`src/rtl/rdd_pkg.sv`:
```
// Constants shared by the receive line decoder
package rdd_pkg;
	localparam logic [6:0] ADDR_QUEUE     = 7'h00;
	localparam logic [6:0] ADDR_RATE_HIGH = 7'h03;
	localparam logic [6:0] ADDR_RATE_LOW  = 7'h04;
	localparam logic [6:0] ADDR_PKT_CFG_A = 7'h37;
	localparam logic [6:0] ADDR_STATUS    = 7'h50;
	localparam logic [7:0] RESET_RATE_HIGH = 8'h1a;
	localparam logic [7:0] RESET_RATE_LOW  = 8'h0b;
	localparam logic [7:0] RESET_PKT_CFG_A = 8'h10;
	localparam int SEL_POS = 5;
	localparam logic [1:0] SEL_NRZ        = 2'h0;
	localparam logic [1:0] SEL_MANCHESTER = 2'h1;
	localparam logic [1:0] SEL_WHITENING  = 2'h2;
	localparam logic [8:0] LFSR_SEED = 9'h1ff;
	localparam int LFSR_TAP = 5;
	localparam logic [7:0] CHECKSUM_BYTES = 8'h02;
	localparam logic [2:0] LAST_BIT = 3'h7;
	localparam int ST_NOT_EMPTY = 0;
	localparam int ST_FULL      = 1;
	localparam int ST_OVERRUN   = 2;
	localparam int ST_BUSY      = 3;
	typedef enum logic [1:0]
	{
		RDD_IDLE     = 2'b00,
		RDD_PAYLOAD  = 2'b01,
		RDD_CHECKSUM = 2'b11
	} rdd_state_type;
endpackage : rdd_pkg

```
`src/rtl/rdd_decoder.sv`:
```
// Receive DC-free line decoder with its receive queue
//
// Contract
// [RULE_01] Selection field value 01 turns on Manchester decoding of received data.
// [RULE_02] Host picks Manchester only in packet mode, never in continuous modes.
// [RULE_03] Chip pair 10 decodes to one, chip pair 01 decodes to zero.
// [RULE_04] With Manchester on, user bit rate is half the chip rate.
// [RULE_05] Only payload and checksum are decoded; preamble and sync stay plain.
// [RULE_06] One chip rate from the rate setting for every field of the packet.
// [RULE_07] Only recovered data bytes enter the receive queue, never raw chips.
// [RULE_08] Selection field value 10 turns on de-whitening; results go to the queue.
// [RULE_09] Payload and both checksum bytes are XORed with a 9-bit LFSR sequence.
// [RULE_10] De-whitening keeps the rate: one output bit per received bit.
// [RULE_11] Host enables at most one DC-free method at a time.
// [RULE_12] The two checksum bytes are dropped; only payload bytes reach the queue.
// [RULE_13] LFSR uses x^9 + x^5 + 1, seeded all ones at payload start.
`timescale 1ns/10ps
`default_nettype none

module rdd_fifo #(
	parameter int WIDTH = 8,
	parameter int DEPTH = 16
) (
	// Clock and reset
	input  wire logic             clk,
	input  wire logic             rst,
	// Fill side
	input  wire logic             in_valid,
	input  wire logic [WIDTH-1:0] in_data,
	output logic                  in_ready,
	// Drain side
	output logic                  out_valid,
	output logic      [WIDTH-1:0] out_data,
	input  wire logic             out_ready
);
	localparam int AW = $clog2(DEPTH);
	logic [WIDTH-1:0] mem [DEPTH];
	logic [AW-1:0]    wr_ptr;
	logic [AW-1:0]    rd_ptr;
	logic [AW:0]      count;
	logic             push;
	logic             pop;

	function automatic logic [AW-1:0] next_ptr(input logic [AW-1:0] ptr);
		next_ptr = (ptr == AW'(DEPTH-1)) ? '0 : ptr + 1'b1;
	endfunction : next_ptr

	assign in_ready  = (count != (AW+1)'(DEPTH));
	assign out_valid = (count != '0);
	assign out_data  = mem[rd_ptr];
	assign push      = in_valid && in_ready;
	assign pop       = out_valid && out_ready;

	always_ff @(posedge clk)
	begin
		if (push)
			mem[wr_ptr] <= in_data;
	end

	always_ff @(posedge clk)
	begin
		if (rst)
		begin
			wr_ptr <= '0;
			rd_ptr <= '0;
			count  <= '0;
		end
		else
		begin
			if (push)
				wr_ptr <= next_ptr(wr_ptr);
			if (pop)
				rd_ptr <= next_ptr(rd_ptr);
			if (push && !pop)
				count <= count + 1'b1;
			else if (pop && !push)
				count <= count - 1'b1;
		end
	end
endmodule : rdd_fifo

module rdd_decoder #(
	parameter int QUEUE_DEPTH = 16
) (
	// Clock and reset
	input  wire logic        clk,
	input  wire logic        rst,
	// Register port
	input  wire logic [6:0]  reg_addr,
	input  wire logic        reg_write,
	input  wire logic        reg_read,
	input  wire logic [7:0]  reg_wdata,
	output logic      [7:0]  reg_rdata,
	// Demodulated chip stream and packet framing
	input  wire logic        rx_chip,
	input  wire logic        sync_found,
	input  wire logic        packet_mode,
	input  wire logic [7:0]  payload_length,
	// Status
	output logic             chip_strobe,
	output logic             queue_not_empty,
	output logic             queue_overrun,
	output logic             packet_done,
	output logic      [15:0] checksum_word
);
	logic [7:0]                 chip_rate_high_byte;
	logic [7:0]                 chip_rate_low_byte;
	logic [7:0]                 packet_handler_config_a;
	logic [15:0]                chip_count;
	rdd_pkg::rdd_state_type     state;
	logic [1:0]                 line_decode_select;
	logic                       manchester;
	logic                       whitening;
	logic                       first_chip;
	logic                       half;
	logic                       bit_valid;
	logic                       bit_value;
	logic [8:0]                 lfsr;
	logic [7:0]                 shift;
	logic [2:0]                 bit_idx;
	logic [7:0]                 byte_idx;
	logic [7:0]                 next_byte;
	logic                       byte_done;
	logic                       pending;
	logic [7:0]                 pending_byte;
	logic                       fifo_ready;
	logic                       fifo_valid;
	logic [7:0]                 fifo_data;
	logic                       pop;

	// Divider gives the chip timing for every field of the packet
	always_ff @(posedge clk)
	begin
		if (rst)
		begin
			chip_count  <= '0;
			chip_strobe <= 1'b0;
		end
		else if (chip_count + 16'h0001 >= {chip_rate_high_byte, chip_rate_low_byte})
		begin
			chip_count  <= '0; // [RULE_06]
			chip_strobe <= 1'b1;
		end
		else
		begin
			chip_count  <= chip_count + 16'h0001;
			chip_strobe <= 1'b0;
		end
	end

	assign line_decode_select = packet_handler_config_a[rdd_pkg::SEL_POS +: 2];
	assign manchester = packet_mode && (line_decode_select == rdd_pkg::SEL_MANCHESTER); // [RULE_01]
	assign whitening  = (line_decode_select == rdd_pkg::SEL_WHITENING); // [RULE_08]

	// Bit recovery from chips
	always_comb
	begin
		bit_valid = 1'b0;
		bit_value = rx_chip;
		if (chip_strobe && state != rdd_pkg::RDD_IDLE)
		begin
			if (manchester)
			begin
				bit_valid = half; // [RULE_04]
				// 10 gives one, 01 gives zero; a broken pair keeps its first chip
				bit_value = first_chip; // [RULE_03]
			end
			else
				bit_valid = 1'b1; // [RULE_10]
			if (whitening)
				bit_value = bit_value ^ lfsr[0]; // [RULE_09]
		end
	end

	assign next_byte = {shift[6:0], bit_value};
	assign byte_done = bit_valid && (bit_idx == rdd_pkg::LAST_BIT);

	// Packet sequencing; framing before sync is plain and never decoded
	always_ff @(posedge clk)
	begin
		if (rst)
		begin
			state       <= rdd_pkg::RDD_IDLE;
			half        <= 1'b0;
			first_chip  <= 1'b0;
			bit_idx     <= '0;
			byte_idx    <= '0;
			shift       <= '0;
			packet_done <= 1'b0;
		end
		else
		begin
			packet_done <= 1'b0;
			if (sync_found)
			begin
				state    <= rdd_pkg::RDD_PAYLOAD; // [RULE_05]
				half     <= 1'b0;
				bit_idx  <= '0;
				byte_idx <= '0;
			end
			else
			begin
				if (chip_strobe && state != rdd_pkg::RDD_IDLE && manchester)
				begin
					half       <= !half;
					first_chip <= rx_chip;
				end
				if (bit_valid)
				begin
					shift   <= next_byte;
					bit_idx <= bit_idx + 3'h1;
				end
				if (byte_done)
				begin
					byte_idx <= byte_idx + 8'h01;
					if (state == rdd_pkg::RDD_PAYLOAD && byte_idx + 8'h01 == payload_length)
					begin
						state    <= rdd_pkg::RDD_CHECKSUM;
						byte_idx <= '0;
					end
					else if (state == rdd_pkg::RDD_CHECKSUM &&
						byte_idx + 8'h01 == rdd_pkg::CHECKSUM_BYTES)
					begin
						state       <= rdd_pkg::RDD_IDLE;
						packet_done <= 1'b1;
					end
				end
			end
		end
	end

	// De-whitening sequence
	always_ff @(posedge clk)
	begin
		if (rst || sync_found)
			lfsr <= rdd_pkg::LFSR_SEED; // [RULE_13]
		else if (bit_valid && whitening)
			lfsr <= {lfsr[0] ^ lfsr[rdd_pkg::LFSR_TAP], lfsr[8:1]}; // [RULE_13]
	end

	// Checksum bytes are kept aside, not queued
	always_ff @(posedge clk)
	begin
		if (rst)
			checksum_word <= '0;
		else if (byte_done && state == rdd_pkg::RDD_CHECKSUM)
			checksum_word <= {checksum_word[7:0], next_byte}; // [RULE_12]
	end

	// Holding stage in front of the queue; a second byte while it waits is an overrun
	always_ff @(posedge clk)
	begin
		if (rst)
		begin
			pending       <= 1'b0;
			pending_byte  <= '0;
			queue_overrun <= 1'b0;
		end
		else
		begin
			if (byte_done && state == rdd_pkg::RDD_PAYLOAD)
			begin
				pending      <= 1'b1; // [RULE_07]
				pending_byte <= next_byte;
				if (pending && !fifo_ready)
					queue_overrun <= 1'b1;
			end
			else if (pending && fifo_ready)
				pending <= 1'b0;
			if (reg_write && reg_addr == rdd_pkg::ADDR_STATUS && reg_wdata[rdd_pkg::ST_OVERRUN]
				&& !(byte_done && state == rdd_pkg::RDD_PAYLOAD && pending && !fifo_ready))
				queue_overrun <= 1'b0;
		end
	end

	rdd_fifo #(
		.WIDTH (8),
		.DEPTH (QUEUE_DEPTH)
	) u_queue (
		.clk       (clk),
		.rst       (rst),
		.in_valid  (pending),
		.in_data   (pending_byte),
		.in_ready  (fifo_ready),
		.out_valid (fifo_valid),
		.out_data  (fifo_data),
		.out_ready (pop)
	);

	assign pop = reg_read && reg_addr == rdd_pkg::ADDR_QUEUE;

	// Configuration writes
	always_ff @(posedge clk)
	begin
		if (rst)
		begin
			chip_rate_high_byte     <= rdd_pkg::RESET_RATE_HIGH;
			chip_rate_low_byte      <= rdd_pkg::RESET_RATE_LOW;
			packet_handler_config_a <= rdd_pkg::RESET_PKT_CFG_A;
		end
		else if (reg_write)
		begin
			case (reg_addr)
				rdd_pkg::ADDR_RATE_HIGH: chip_rate_high_byte     <= reg_wdata;
				rdd_pkg::ADDR_RATE_LOW:  chip_rate_low_byte      <= reg_wdata;
				rdd_pkg::ADDR_PKT_CFG_A: packet_handler_config_a <= reg_wdata;
				default: ;
			endcase
		end
	end

	// Register reads; the data port pops one decoded byte
	always_ff @(posedge clk)
	begin
		if (rst)
		begin
			reg_rdata       <= '0;
			queue_not_empty <= 1'b0;
		end
		else
		begin
			queue_not_empty <= fifo_valid;
			if (reg_read)
			begin
				case (reg_addr)
					rdd_pkg::ADDR_QUEUE:     reg_rdata <= fifo_valid ? fifo_data : 8'h00;
					rdd_pkg::ADDR_RATE_HIGH: reg_rdata <= chip_rate_high_byte;
					rdd_pkg::ADDR_RATE_LOW:  reg_rdata <= chip_rate_low_byte;
					rdd_pkg::ADDR_PKT_CFG_A: reg_rdata <= packet_handler_config_a;
					rdd_pkg::ADDR_STATUS:
						reg_rdata <= {4'h0, state != rdd_pkg::RDD_IDLE, queue_overrun,
							!fifo_ready, fifo_valid};
					default: reg_rdata <= 8'h00;
				endcase
			end
		end
	end
endmodule : rdd_decoder

`default_nettype wire

```
`config.mk`:
```
export PLATFORM = sky130hd
export DESIGN_NAME = rdd_decoder
export DESIGN_NICKNAME = d
export VERILOG_FILES = /design/src/rtl/rdd_pkg.sv /design/src/rtl/rdd_decoder.sv
export SDC_FILE = /design/constraint.sdc
export NUM_CORES = 1
export LEC_CHECK = 0
export ABC_AREA = 1
export BUFFER_PORTS_ARGS = -buffer_cell sky130_fd_sc_hd__buf_2
export CELL_PAD_IN_SITES_DETAIL_PLACEMENT = 0
export CELL_PAD_IN_SITES_GLOBAL_PLACEMENT = 2
export CORE_AREA = 2 2 177 179
export DETAILED_ROUTE_END_ITERATION = 12
export DIE_AREA = 0 0 179 181
export GPL_TIMING_DRIVEN = 0
export HOLD_SLACK_MARGIN = 0.03
export PLACE_DENSITY_LB_ADDON = 0.1
export SYNTH_ARGS = -nofsm -noshare
export SYNTH_HDL_FRONTEND = slang
export SYNTH_HIERARCHICAL = 1
export SYNTH_SLANG_ARGS = --single-unit
```
`constraint.sdc`:
```
create_clock -name clk -period 3.03 [get_ports clk]
set_input_delay 0.606 -clock clk [delete_from_list [all_inputs] [get_ports clk]]
set_output_delay 0.606 -clock clk [all_outputs]
set_load 0.1 [all_outputs]
```
==> results_dict.tcl <==
set metrics [dict create \
    status "finished clean" \
    tightest_slew_ps 980 \
    clock.fmax_mhz 362 \
    peakVddDrop_v 0.000387 \
    cp_max_fo 5 \
    io_pins 58 \
    drt-wirelength-per-cell_um 16.7 \
    nFillCells 3052 \
    hpwl_mm 22.7 \
    p_per_area_nw_per_um2 536 \
    min_path_type "primary input to flop" \
    r2r-end "chip_count[3]" \
    required_ps 3460 \
    areaGrowthSynthToFinish_pct 15.8 \
    dp_cells 1800 \
    switching_share_pct 20.7 \
    crit_type "flop to flop" \
    final_common_cell "nand2_1" \
    placed_area_um2 12300 \
    rsz0062_at_grt "false" \
    slowest_delay_ps 410 \
    start_util_pct 37.9 \
    drcViolationCount 0 \
    wl_mm 31.1 \
    p_int_w 0.00565 \
    crit_path_start_kind "flop" \
    maxSlewViolCount 0 \
    syn_inst 1348 \
    slowest_stage "dfxtp_1" \
    track_usage_pct 19.7 \
    layout_common_cells "394 x nand2_1, 148 x inv_1, 134 x nor2_1, 128 x edfxtp_1, 124 x dfxtp_1" \
    fin_crit_ps 2760 \
    cts-htree-levels 1 \
    combPwrFrac_pct 2.2 \
    drt_iter0_markers 554 \
    antenna_found_initial 1 \
    firstDrtPassIters 5 \
    diodes 0 \
    die_h_um 181 \
    cts_root_buffer "clkbuf_16" \
    yosysUniqueCellTypes 42 \
    ant_nets 0 \
    synth.avg_cell_area_um2 8.52 \
    portBuffers 56 \
    hold_path_depth 3 \
    clockBufferDepth 3 \
    syn-cell-area_um2 11500 \
    numCtsBuffers 29 \
    cts_sinks 253 \
    min_period_over_period_pct 91.2 \
    synth_top_area_share_pct 33.4 \
    regToRegSetupSlack_ps 270 \
    hold_viol_final 0 \
    rr_worst_depth 13 \
    die_x_um 179 \
    vias_per_cell 4.81 \
    reg2reg_from "chip_count[2]" \
    clkPwrFrac_pct 47.6 \
    synthTopCellsByArea "edfxtp_1 33%, dfxtp_1 22%, nand2_1 13%" \
    gp_congestion 0.793 \
    p_leak_nw 5.67 \
    clk_latency_ps 540 \
    finalSetupViolations 0 \
    ys.warnings.count 6 \
    num_vias 8928 \
    synth_top_area_cell "edfxtp_1" \
    yosysSeqAreaShare_pct 55.2 \
    rows 64 \
    grt_pass1_vias 8601 \
    die_area_um2 32400 \
    synth-seq-cells 253 \
    syn-num-nets 1409 \
    grt-ovfl-total 0 \
    hold_path_end "chip_rate_low_byte[3]" \
    p_sw_w 0.00148 \
    fin_worst_skew_ps 20.9 \
    grt_max_degree 18 \
    core_um2 30300 \
    regArea_um2 6350 \
    crit_chain "and3_1, nand2_1, nor2_2, nand4_1, o21ai_1, inv_1, ha_1, nand3_1, nor3_2, nand3_1, nand4_1, buf_4, nor2_1" \
    cts_tree "yes" \
    nNetsFinal 1500 \
    power_frac_seq_pct 50.2 \
    finalInstanceArea_um2 13300 \
    drive_gt1_share_pct 12.5 \
    multiInputGateArea_um2 4360 \
    slew_headroom_pct 34.4 \
    finish.utilization_pct 43.8 \
    max_cap_viol_count 0 \
    cp-end-kind "flop" \
    setup-tns-final_ps 0 \
    hp-start "reg_wdata[3]" \
    critical_path_arrival_ps 3190 \
    grt_pass1_wl_mm 49.1 \
    layout.cells.non_filler 1856 \
    clk_pin_slew_ps 60 \
]
## worst max path at each step
stage / startpoint / end / cells past startpoint / slack (ps)
final: chip_count[2] / chip_count[3] / 13 / 270
after detailed placement: chip_count[0] / chip_count[15] / 17 / -250
after global placement: chip_count[0] / chip_count[15] / 17 / -230
after global routing: chip_count[2] / chip_count[15] / 13 / 1
after CTS: chip_count[0] / chip_count[15] / 17 / 20
after floorplan: chip_count[0] / chip_count[15] / 17 / 390
## cell families (layout without fill, tap and decap cells)
group                      count (synthesis)  count (layout)  synth area share (%)
AOI/OAI and AO/OA                        169             169                  8.35
xor gates and xnor gates                  15              15                  1.14
adders and majority gates                 31              31                  3.44
buffers and inverters                    201             313                  7.38
DFF                                      253             253                  55.2
and+or+nand+nor                          679             679                  24.5
## routing by layer
| layer | share of wire, % | GRT usage, % | wire length [um] |
|---|---|---|---|
| met5 | 0 | 0 | 0 |
| met4 | 2.0 | 4.33 | 614 |
| met3 | 4.4 | 2.48 | 1360 |
| met2 | 45 | 31.5 | 14100 |
| met1 | 48 | 28.5 | 15000 |
## worst max-delay path, delay by kind of cell (launching register included)
| kind | cells | cell delay [ps] |
|---|---|---|
| AO/OA/AOI/OAI | 1 | 230 |
| adder cells (fa/ha/maj) | 1 | 290 |
| buffers and inverters | 2 | 260 |
| flip-flops | 1 | 410 |
| AND/OR/NAND/NOR | 9 | 1480 |
## stage by stage
stage / hold WS [ps] / setup WS [ps] / power (W)
finish: 362 / 265 / 0.00713
detailed placement: 443 / -251 / 0.00380
global placement: 437 / -235 / 0.00380
CTS: 330 / 22.9 / 0.00720
floorplan: 425 / 385 / 0.00374
global route: 351 / 1.12 / 0.00738
## state kept, by name (all words and copies together) (netlist names), 2 cells and up, named ones only
signal and flops:
byte_idx 8, chip_rate_high_byte 8, u_queue/rd_ptr 4, packet_handler_config_a 8, u_queue/wr_ptr 4, u_queue/count 5
bit_idx 3, pending_byte 8, state 2, reg_rdata 8, lfsr 9, checksum_word 16
shift 7, chip_count 16, u_queue/mem 128, chip_rate_low_byte 8
## timing repair
action	CTS	global route
hold buffers	0	0
buffers inserted	1	2
setup endpoints to repair	10	17
resized for setup	1	20
pin swaps	1	6
gates cloned	0	1
## power groups by stage
stage | Sequential (W) | Combinational, W | Clock [W]
floorplan | 0.00367 | 0.0000706 | 0
global placement | 0.00365 | 0.000152 | 0
detailed placement | 0.00365 | 0.000151 | 0
CTS | 0.00357 | 0.000153 | 0.00347
global route | 0.00358 | 0.000175 | 0.00363
finish | 0.00358 | 0.000155 | 0.00340
## synth_stat cells, drive strengths merged
cell and number:
nand2 408, inv 157, nor2 140, edfxtp 128, dfxtp 125, nand3 113
a21oi 75, o21ai 67, buf 31, ha 30, o211ai 13, clkbuf 11
xor2 11, nand4 10, nor3 5, o2111ai 4, o21a 4, xnor2 4
a31o 2, clkinv 2, o22ai 2, and3 1, fa 1, nand3b 1
o211a 1, o21bai 1, or2 1
## final cells by class
class                      count  share of cell area [%]
inverter                     159                    4.58
timing repair buffer          60                    2.36
clock buffer                  38                    6.09
multi-input combinational    894                    32.8
buffer                        42                    1.84
tap                          396                    3.72
sequential                   253                    47.7
clock inverter                14                   0.903
Note: power is estimated with default switching activity, not from simulation.
